### src/verilog/rtc_i2c_pkg.sv
// constants and state encoding shared by the rtc two-wire slave port
package rtc_i2c_pkg;
   localparam logic [6:0] SLAVE_ADDR      = 7'h32;
   localparam logic [3:0] PTR_AFTER_STOP  = 4'hf;
   localparam logic [3:0] FMT_READ_NOW    = 4'h4;
   localparam logic [7:0] TIMEOUT_FILL    = 8'hff;
   localparam logic [3:0] BYTE_BITS       = 4'h8;
   localparam logic [3:0] LAST_TX_BIT     = 4'h7;
   localparam int         TICK_PERIOD_MS  = 500;
   localparam int         TIMEOUT_MIN_MS  = 500;
   localparam logic [1:0] TIMEOUT_TICKS   = 2'(TIMEOUT_MIN_MS / TICK_PERIOD_MS + 1);
   localparam int         WR_W            = 12;

   typedef enum logic [2:0] {
      ST_IDLE     = 3'h0,
      ST_ADDR     = 3'h1,
      ST_ADDR_ACK = 3'h3,
      ST_RX       = 3'h2,
      ST_RX_ACK   = 3'h6,
      ST_TX       = 3'h7,
      ST_TX_ACK   = 3'h5,
      ST_IGNORE   = 3'h4
   } link_state_e;
endpackage

### src/verilog/pair_buffer.sv
// two-entry buffer with valid/ready on both sides; head word is a register
`timescale 1ns/1ps
module pair_buffer #(
   parameter int W = 12
) (
   input  wire logic         sys_clk_in,
   input  wire logic         arst_n_in,
   input  wire logic         in_valid_in,
   output logic              in_ready_out,
   input  wire logic [W-1:0] in_data_in,
   output logic              out_valid_out,
   input  wire logic         out_ready_in,
   output logic [W-1:0]      out_data_out
);
   logic [W-1:0] tail;
   logic         tail_v;
   logic         push;
   logic         pop;

   assign in_ready_out = !tail_v;
   assign push         = in_valid_in && !tail_v;
   assign pop          = out_valid_out && out_ready_in;

   always_ff @(posedge sys_clk_in or negedge arst_n_in) begin
      if (!arst_n_in) begin
         out_data_out  <= '0;
         out_valid_out <= 1'b0;
         tail          <= '0;
         tail_v        <= 1'b0;
      end else begin
         unique case ({push, pop})
            2'b10: begin
               if (!out_valid_out) begin
                  out_data_out  <= in_data_in;
                  out_valid_out <= 1'b1;
               end else begin
                  tail   <= in_data_in;
                  tail_v <= 1'b1;
               end
            end
            2'b01: begin
               out_data_out  <= tail;
               out_valid_out <= tail_v;
               tail_v        <= 1'b0;
            end
            // push with pop only happens while the tail is empty
            2'b11: out_data_out <= in_data_in;
            default: ;
         endcase
      end
   end
endmodule

### src/verilog/rtc_i2c_slave.sv
// two-wire slave port of the real-time clock: framing, pointer, carry hold, watchdog
`timescale 1ns/1ps
// Functional notes
// - lines idle high; SDA fall with SCL high opens, SDA rise with SCL high closes.
// - bytes are 8 bits; the receiver pulls SDA low on the ninth clock.
// - receiver releases SDA at ninth falling edge unless it starts transmitting.
// - master withholds acknowledge on the last read byte; device keeps SDA released.
// - first byte is 7-bit address MSB first, then direction bit, high means read.
// - respond only to slave address 0110010.
// - start without stop is repeated start; take a new address byte and continue.
// - second write byte splits into 4-bit pointer and 4-bit format field.
// - write format is 0000; third byte goes to the register at the pointer.
// - pointer advances by one per byte from the fourth on, wrapping F to 0.
// - every stop loads the pointer with F.
// - read method one: write pointer, repeated start with read bit, read from pointer.
// - format 4 switches to transmitting right after the pointer byte.
// - read right after start returns data from current pointer, F after stop.
// - hold timekeeping carries from start to stop; apply within about 61 us after.
// - after 0.5 to 1.0 s without stop, end the access as a stop would.
// - timeout runs from the first start; repeated starts do not restart it.
// - after timeout, written bytes get no acknowledge and reads return FF.
module rtc_i2c_slave
   import rtc_i2c_pkg::*;
(
   input  wire logic       sys_clk_in,
   input  wire logic       arst_n_in,
   input  wire logic       scl_in,
   input  wire logic       sda_in,
   output logic            sda_out,
   output logic            sda_oe_out,
   input  wire logic       tick_2hz_in,
   output logic            carry_hold_out,
   output logic [3:0]      rd_addr_out,
   input  wire logic [7:0] rd_data_in,
   output logic            wr_valid_out,
   input  wire logic       wr_ready_in,
   output logic [3:0]      wr_addr_out,
   output logic [7:0]      wr_data_out
);
   logic [2:0]  scl_s;
   logic [2:0]  sda_s;
   logic        scl_f;
   logic        sda_f;
   logic        scl_q;
   logic        sda_q;
   logic        scl_rise;
   logic        scl_fall;
   logic        start_ev;
   logic        stop_ev;
   link_state_e state;
   logic [3:0]  bit_cnt;
   logic [7:0]  sh;
   logic [7:0]  tx_byte;
   logic        rw;
   logic        want_ptr;
   logic        tx_next;
   logic        acked;
   logic        access_open;
   logic        timed_out;
   logic [1:0]  tick_cnt;
   logic        timeout_fire;
   logic        rx_done;
   logic        tx_done;
   logic        rx_ack;
   logic        push;
   logic        buf_ready;
   logic [7:0]  load_byte;

   // three-stage synchroniser; a level counts once stages two and three agree
   always_ff @(posedge sys_clk_in or negedge arst_n_in) begin
      if (!arst_n_in) begin
         scl_s <= 3'h7;
         sda_s <= 3'h7;
         scl_f <= 1'b1;
         sda_f <= 1'b1;
         scl_q <= 1'b1;
         sda_q <= 1'b1;
      end else begin
         scl_s <= {scl_s[1:0], scl_in};
         sda_s <= {sda_s[1:0], sda_in};
         if (scl_s[1] == scl_s[2]) begin
            scl_f <= scl_s[2];
         end
         if (sda_s[1] == sda_s[2]) begin
            sda_f <= sda_s[2];
         end
         scl_q <= scl_f;
         sda_q <= sda_f;
      end
   end

   assign scl_rise = scl_f && !scl_q;
   assign scl_fall = !scl_f && scl_q;
   assign start_ev = scl_f && scl_q && sda_q && !sda_f;
   assign stop_ev  = scl_f && scl_q && !sda_q && sda_f;

   assign rx_done      = (state == ST_RX) && scl_fall && (bit_cnt == BYTE_BITS);
   assign tx_done      = (state == ST_TX) && scl_fall && (bit_cnt == LAST_TX_BIT);
   // a full buffer refuses the byte with no acknowledge rather than lose it
   assign rx_ack       = !timed_out && (want_ptr || buf_ready);
   assign push         = rx_done && !want_ptr && rx_ack;
   assign timeout_fire = access_open && tick_2hz_in && (tick_cnt == TIMEOUT_TICKS - 2'h1);
   assign load_byte    = timed_out ? TIMEOUT_FILL : rd_data_in;

   // the open-drain stage only ever pulls low
   always_ff @(posedge sys_clk_in or negedge arst_n_in) begin
      if (!arst_n_in) begin
         sda_out <= 1'b0;
      end else begin
         sda_out <= 1'b0;
      end
   end

   // byte framing and acknowledge
   always_ff @(posedge sys_clk_in or negedge arst_n_in) begin
      if (!arst_n_in) begin
         state      <= ST_IDLE;
         bit_cnt    <= 4'h0;
         sh         <= 8'h00;
         tx_byte    <= 8'hff;
         rw         <= 1'b0;
         want_ptr   <= 1'b0;
         tx_next    <= 1'b0;
         acked      <= 1'b0;
         sda_oe_out <= 1'b0;
      end else if (stop_ev) begin
         state      <= ST_IDLE;
         sda_oe_out <= 1'b0;
      end else if (start_ev) begin
         state      <= ST_ADDR;
         bit_cnt    <= 4'h0;
         sda_oe_out <= 1'b0;
      end else begin
         unique case (state)
            ST_ADDR, ST_RX: begin
               if (scl_rise) begin
                  sh      <= {sh[6:0], sda_f};
                  bit_cnt <= bit_cnt + 4'h1;
               end else if (scl_fall && bit_cnt == BYTE_BITS) begin
                  bit_cnt <= 4'h0;
                  if (state == ST_ADDR) begin
                     if (sh[7:1] == SLAVE_ADDR) begin
                        rw         <= sh[0];
                        want_ptr   <= !sh[0];
                        sda_oe_out <= 1'b1;
                        state      <= ST_ADDR_ACK;
                     end else begin
                        state <= ST_IGNORE;
                     end
                  end else begin
                     want_ptr   <= 1'b0;
                     tx_next    <= want_ptr && (sh[3:0] == FMT_READ_NOW);
                     sda_oe_out <= rx_ack;
                     state      <= rx_ack ? ST_RX_ACK : ST_IGNORE;
                  end
               end
            end
            ST_ADDR_ACK, ST_RX_ACK: begin
               if (scl_fall) begin
                  if ((state == ST_ADDR_ACK && rw) || (state == ST_RX_ACK && tx_next)) begin
                     tx_byte    <= load_byte;
                     sda_oe_out <= !load_byte[7];
                     state      <= ST_TX;
                  end else begin
                     sda_oe_out <= 1'b0;
                     state      <= ST_RX;
                  end
               end
            end
            ST_TX: begin
               if (tx_done) begin
                  bit_cnt    <= 4'h0;
                  sda_oe_out <= 1'b0;
                  state      <= ST_TX_ACK;
               end else if (scl_fall) begin
                  bit_cnt    <= bit_cnt + 4'h1;
                  tx_byte    <= {tx_byte[6:0], 1'b1};
                  sda_oe_out <= !tx_byte[6];
               end
            end
            ST_TX_ACK: begin
               if (scl_rise) begin
                  acked <= !sda_f;
               end else if (scl_fall) begin
                  if (acked) begin
                     tx_byte    <= load_byte;
                     sda_oe_out <= !load_byte[7];
                     state      <= ST_TX;
                  end else begin
                     state <= ST_IGNORE;
                  end
               end
            end
            ST_IDLE, ST_IGNORE: ;
         endcase
      end
   end

   // internal address pointer; also the read address toward the register file
   always_ff @(posedge sys_clk_in or negedge arst_n_in) begin
      if (!arst_n_in) begin
         rd_addr_out <= PTR_AFTER_STOP;
      end else if (stop_ev || timeout_fire) begin
         rd_addr_out <= PTR_AFTER_STOP;
      end else if (rx_done && want_ptr && rx_ack) begin
         rd_addr_out <= sh[7:4];
      end else if (push || tx_done) begin
         rd_addr_out <= rd_addr_out + 4'h1;
      end
   end

   // access window, carry hold and watchdog
   always_ff @(posedge sys_clk_in or negedge arst_n_in) begin
      if (!arst_n_in) begin
         access_open <= 1'b0;
         timed_out   <= 1'b0;
         tick_cnt    <= 2'h0;
      end else if (stop_ev) begin
         access_open <= 1'b0;
         tick_cnt    <= 2'h0;
      end else if (start_ev && !access_open) begin
         access_open <= 1'b1;
         timed_out   <= 1'b0;
         tick_cnt    <= 2'h0;
      end else if (timeout_fire) begin
         access_open <= 1'b0;
         timed_out   <= 1'b1;
         tick_cnt    <= 2'h0;
      end else if (access_open && tick_2hz_in) begin
         tick_cnt <= tick_cnt + 2'h1;
      end
   end

   // carries resume the cycle after the access closes, well inside 61 us
   assign carry_hold_out = access_open;

   pair_buffer #(
      .W(WR_W)
   ) u_wr_buf (
      .sys_clk_in    (sys_clk_in),
      .arst_n_in     (arst_n_in),
      .in_valid_in   (push),
      .in_ready_out  (buf_ready),
      .in_data_in    ({rd_addr_out, sh}),
      .out_valid_out (wr_valid_out),
      .out_ready_in  (wr_ready_in),
      .out_data_out  ({wr_addr_out, wr_data_out})
   );
endmodule

### config.mk
export PLATFORM = sky130hd
export DESIGN_NAME = rtc_i2c_slave
export DESIGN_NICKNAME = d
export VERILOG_FILES = /design/src/verilog/rtc_i2c_pkg.sv /design/src/verilog/pair_buffer.sv /design/src/verilog/rtc_i2c_slave.sv
export SDC_FILE = /design/constraint.sdc
export NUM_CORES = 1
export LEC_CHECK = 0
export BUFFER_PORTS_ARGS = -buffer_cell sky130_fd_sc_hd__buf_2
export CORE_MARGIN = 8
export CORE_UTILIZATION = 61
export CTS_BUF_LIST = sky130_fd_sc_hd__clkbuf_2 sky130_fd_sc_hd__clkbuf_4 sky130_fd_sc_hd__clkbuf_8
export DETAILED_ROUTE_END_ITERATION = 10
export GPL_TIMING_DRIVEN = 0
export PLACE_DENSITY = 0.8
export SYNTH_ARGS = -nofsm -noshare
export SYNTH_HDL_FRONTEND = slang
export SYNTH_SLANG_ARGS = --single-unit
### constraint.sdc
create_clock -name sys_clk_in -period 3.45 [get_ports sys_clk_in]
set_input_delay 0.1725 -clock sys_clk_in [delete_from_list [all_inputs] [get_ports sys_clk_in]]
set_output_delay 0.1725 -clock sys_clk_in [all_outputs]
set_load 0.01 [all_outputs]
# Word level (Yosys, flattened, before mapping)
# Index checks and enable logic that the tools add are counted.
[totals] romBits=0 input_bits=14 latchBits=0 reg_bits=71 mem_count=0 ram_bits=0
[op_classes] muxes=62 n_reduce_logical=64 div=0 n_addsub=3 bitwise_logic=4 n_eq_ne=37 magnitude_cmp=0 shift=0 n_mul=0
[op_table] operator="2-to-1 mux 7 bit" n=7
[op_table] operator="inequality test 4 bit, second input constant" n=9
[op_table] operator="one-hot mux 12 bit (3 select lines)" n=1
[op_table] operator="2-to-1 mux 3 bit" n=11
[op_table] operator="2-to-1 mux 4 bit" n=8
[op_table] operator="logical AND 1 bit" n=25
[op_table] operator="2-to-1 mux 1 bit" n=21
[op_table] operator="one-hot mux 7 bit (3 select lines)" n=1
[op_table] operator="inequality test 2 bit, second input constant" n=8
[op_table] operator="nonzero test 3 bit" n=5
[op_table] operator="AND reduction 7 bit" n=2
[op_table] operator="2-to-1 mux 12 bit" n=1
[op_table] operator="2-to-1 mux 2 bit" n=6
[op_table] operator="one-hot mux 3 bit (4 select lines)" n=1
[op_table] operator="AND reduction 4 bit" n=3
[op_table] operator="AND reduction 6 bit" n=2
[op_table] operator="logical NOT 1 bit" n=11
[op_table] operator="inequality test 5 bit, second input constant" n=2
[op_table] operator="AND reduction 10 bit" n=1
[op_table] operator="== test 3 bit, second input constant" n=3
[op_table] operator="AND reduction 9 bit" n=1
[op_table] operator="adder 4 x 1 -> 4 bit, second input constant" n=2
[op_table] operator="== test 4 x 3 -> 1 bit, second input constant" n=2
[op_table] operator="2-to-1 mux 8 bit" n=1
[op_table] operator="other kinds (19)" n=36

# Depth between registers and ports, before layout
[depth] word_depth=10 depth_mapped=12 ltp_nobuf=11

# Hierarchy
# Synthesis repeated with hierarchy kept, for this count alone.
[hier_totals] hier_cells=334 area_unflattened_um2=3768.6
[by_module_without_submodules] mod="rtc_i2c_slave" area_per_inst_um2=2514.9 n_inst=1 cells_each=253
[by_module_without_submodules] mod="pair_buffer" area_per_inst_um2=1253.7 n_inst=1 cells_each=81

# Least setup slack after synthesis
# No wires, ideal clock.
[synth_path] path_kind="flip-flop to flip-flop" startpoint="register scl_q" endpoint="register u_wr_buf.out_data_out[10]" path_stages_with_launch=10 t_arrival_ns=2.830 path_buffers=3 path_slack_ns=0.495 cell_sequence="dfstp_2 nand2b_4 or4_1 buf_2 or4_4 ha_1 clkbuf_1 clkbuf_1 mux2_2 mux2_4"
[synth_between] elab_chain_len=9
[synth_lines] item="start: declaration" line_no="rtc_i2c_slave.sv:44" source="logic scl_q;"
[synth_lines] item="start signal: assignment" line_no="rtc_i2c_slave.sv:87" source="scl_q <= scl_f;"
[synth_lines] item="logical AND 1 bit *" line_no="rtc_i2c_slave.sv:93" source="assign scl_fall = !scl_f && scl_q;"
[synth_lines] item="logical AND 1 bit * (2 in series)" line_no="rtc_i2c_slave.sv:97" source="assign rx_done = (state == ST_RX) && scl_fall && (bit_cnt == BYTE_BITS);"
[synth_lines] item="logical AND 1 bit * (2 in series)" line_no="rtc_i2c_slave.sv:101" source="assign push = rx_done && !want_ptr && rx_ack;"
[synth_lines] item="logical AND 1 bit *" line_no="pair_buffer.sv:21" source="assign push = in_valid_in && !tail_v;"
[synth_lines] item="== test 2 bit / == test 2 x 1 -> 1 bit (equally long branches)" line_no="pair_buffer.sv:31" source="unique case ({push, pop})"
[synth_lines] item="inequality test 2 bit (no source line) / nonzero test 3 bit (equally long branches)"
[synth_lines] item="AND reduction 2 bit (no source line)"
[synth_lines] item="end signal: assignment" line_no="pair_buffer.sv:34" source="out_data_out <= in_data_in;"
[synth_lines] item="end signal: assignment" line_no="pair_buffer.sv:42" source="out_data_out <= tail;"
[synth_lines] item="end signal: assignment" line_no="pair_buffer.sv:47" source="2'b11: out_data_out <= in_data_in;"
[synth_lines] item="end: declaration" line_no="pair_buffer.sv:13" source="output logic [W-1:0] out_data_out"
# Mark *: on every way between the ends. The rest lies on a longest branch, timed or not.
# A chain may end at the register's enable or synchronous reset.

# Worst setup path in the final report
[layout_path] startpoint="register scl_q" endpoint="register u_wr_buf.out_data_out[6]"
# Same word-level chain as after synthesis.

==> results.toml <==
[routing]
routedWlPerCell_um = 16.8
viasPerCell = 5.95
first_pass_iters = 4
drt_wl_total_um = 7590
vias = 2682
drc = 0
drt_iter0_drc = 253
postRouteAntennaNets = 0

[worst_setup_path]
slowest_stage = "dfstp_2"
worst-endpoint-arrival_ps = 3500
worst_setup_path_end_kind = "flip-flop"
path_buf_inv = 2
critPathRequiredTime_ps = 3690
crit_chain = "nand2b_4 -> or4_1 -> buf_2 -> or4_4 -> ha_1 -> clkbuf_1 -> mux2_2 -> mux2_4"
cpLargestDelayFamily = "simple AND/OR/NAND/NOR gates"
startpoint_type = "flip-flop"
cp_max_fo = 16
slowest_delay_ps = 610
path_class = "reg -> reg"

[power]
pwr-share-comb_pct = 33.8
power.internal_mw = 1.93
leakage_nw = 1.84
clockPowerShare_pct = 25.3
p_per_area_mw_per_mm2 = 728
power_switching_mw = 1.05
power_frac_seq_pct = 40.9
total_power_mw = 2.99
vdd_ir_drop_max_mv = 0.427
p_sw_share_pct = 35.3

[placed_design]
gp_congestion = 0.944
dp.final_hpwl_um = 5290
io_buffer_count = 32

[sta]
final.period_utilization_pct = 94.4
finalHoldViolations = 0
min_period_ps = 3260
skew_ps = 8.33
rsz0062_at_grt = "no"
tightest_slew_ps = 949
drv_slew = 0
slew_headroom_pct = 36.6
fin_setup_tns_ps = 0
finalSetupViolations = 0
clock.fmax_ghz = 0.307

[synthesis]
yosysTopAreaCellShare_pct = 34.8
yosysTopAreaCell = "dfrtp_1"
syn_area_sq_mm = 0.00359
ys_seq_area_share_pct = 50.2
yosysWarnings = 0
ys_top_cells_by_area = "dfrtp_1 35%, dfstp_2 15%, mux2_2 10%"
synth-seq-cells = 71
synthArstFlopShare_pct = 100
synthCells = 326
syn_nets = 345
ys_types = 53
postSynthAreaPerCell_sq_um = 11.0
synth_edf_count = 0
ys.flop_type = "dfrtp_1"

[floorplan]
core_area_sq_mm = 0.00582
io_pins = 34
row_count = 28
die-width_um = 92.7
initial_core_util_pct = 61.8
dieArea_sq_mm = 0.00860
die_y_um = 92.7

[finish]
num-fill-cells = 459
final_common_cell = "dfrtp_1"
final_cell_mix = "50 x dfrtp_1, 33 x mux2_2, 32 x buf_2, 28 x o21ai_0, 24 x nand2_1"
num_antenna_cells = 0
nNetsFinal = 390
drive_gt1_share_pct = 33.5
multi_input_area_sq_mm = 0.00166
area_growth_pct = 14.2
seq_area_sq_mm = 0.00180

[clocking]
insertion_delay_ps = 350
htree_num_levels = 3
cts-buffers-inserted = 9
cts-resized-gates = 0
cts_setup_buffers = 0
cts_tree = "done"
clkTransAtPathRegs_ps = 80
clockBufferDepth = 2
cts-root-buf = "clkbuf_8"
numClockSinks = 71

[status]
status = "complete, no violations"

[global_routing]
antenna_found_initial = 0
grt_first_pass_wirelength_um = 12900
grtUsageTotal_pct = 18.8
grt_pass1_vias = 2696
grt_max_degree = 72
grt_overflow = 0

[worst_hold_path]
hold_path.class = "in -> reg"

[job]
cap_violations = 0
-- sequential cells by signal, indices dropped and copies added, names as in the netlist, 2 cells and up --
signal                 count
rd_addr_out                4
bit_cnt                    4
state                      3
scl_s                      3
u_wr_buf.tail             12
sh                         8
tick_cnt                   2
u_wr_buf.out_data_out     12
tx_byte                    7
sda_s                      3
-- cell type report --
cell class	instances	share of cell area, %
tap	75	2.29
timing repair buffer	35	4.70
inverter	11	1.01
multi-input combinational	226	40.5
clock inverter	7	2.50
sequential	71	44.0
clock buffer	9	3.02
buffer	17	2.04
-- cell families after synthesis --
family | count (synthesis) | share of synthesized area [%]
simple gates | 92 | 13.6
mux | 48 | 15.9
fa+ha+maj | 7 | 2.30
xor+xnor | 2 | 0.488
other cells | 1 | 0.104
buf+inv | 29 | 3.59
flops | 71 | 50.2
compound gates | 76 | 13.8
-- what timing repair did --
action | 4_1_cts | 5_1_grt
hold buffers | 3 | 0
endpoints found under the hold margin | 52 | 0
endpoints found under the setup margin | 0 | 1
-- synthesized netlist by cell type, types with 3 or more instances --
master,number
a21o_1,3
a21oi_1,11
a31oi_1,6
clkbuf_1,14
dfrtp_1,50
dfstp_2,21
ha_1,5
inv_1,11
mux2_2,33
mux2_4,10
mux2i_1,5
nand2_1,24
nand2b_1,4
nand3_1,7
nor2_1,20
nor2b_1,3
nor3_1,10
nor3b_1,5
o21ai_0,28
o31ai_1,5
o41ai_1,7
or2_2,3
-- metal layers --
| metal | vias up | wire (um) | GRT usage [%] | share of wire, % |
|---|---|---|---|---|
| met3 | 8 | 428 | 4.61 | 5.6 |
| met4 | 0 | 80 | 9.26 | 1.1 |
| met2 | 69 | 3540 | 27.7 | 47 |
| met5 | - | 0 | 0 | 0 |
| li1 | 1277 | - | - | - |
| met1 | 1328 | 3540 | 25.3 | 47 |
-- worst register-to-register path: cells and delay by family, from the launching register on --
family        cells  cell delay (ps)
simple gates      3             1090
flops             1              610
buf+inv           2              560
fa+ha+maj         1              210
mux               2              690
-- worst paths after layout --
kind | from | endpoint | slack [ps] | cells past startpoint
worst max-delay path | scl_q | u_wr_buf.out_data_out[6] | 190 | 8
worst min-delay path | rd_data_in[3] | tx_byte[3] | 150 | 3
worst max register to register | scl_q | u_wr_buf.out_data_out[6] | 190 | 8
worst min register to register | scl_s[0] | scl_s[1] | 360 | 0
max in group asynchronous | arst_n_in | sda_oe_out | 2390 | 2
min in group asynchronous | arst_n_in | bit_cnt[0] | 460 | 2
-- power by group through the flow --
stage                     clock network [mW]  logic [mW]  registers, mW
after floorplan                            0       0.720           1.22
after global placement                     0       0.974           1.22
after detailed placement                   0        1.00           1.23
after CTS                              0.768        1.01           1.22
after global routing                   0.802        1.13           1.26
final                                  0.756        1.01           1.22
-- through the flow --
step | hold WS, ps | instance area [sq um] | std cells | util (%) | setup WS (ps)
floorplan | -123 | 3590 | 326 | - | 495
global placement | 277 | 3850 | 433 | 66.1 | 170
detailed placement | 279 | 3850 | 433 | 66.2 | 166
CTS | 148 | 4110 | 452 | 70.6 | 126
global route | 167 | 4100 | 451 | 70.5 | 82.3
finish | 154 | 4100 | 451 | 70.5 | 193
Power figures use the tool's default switching activity.
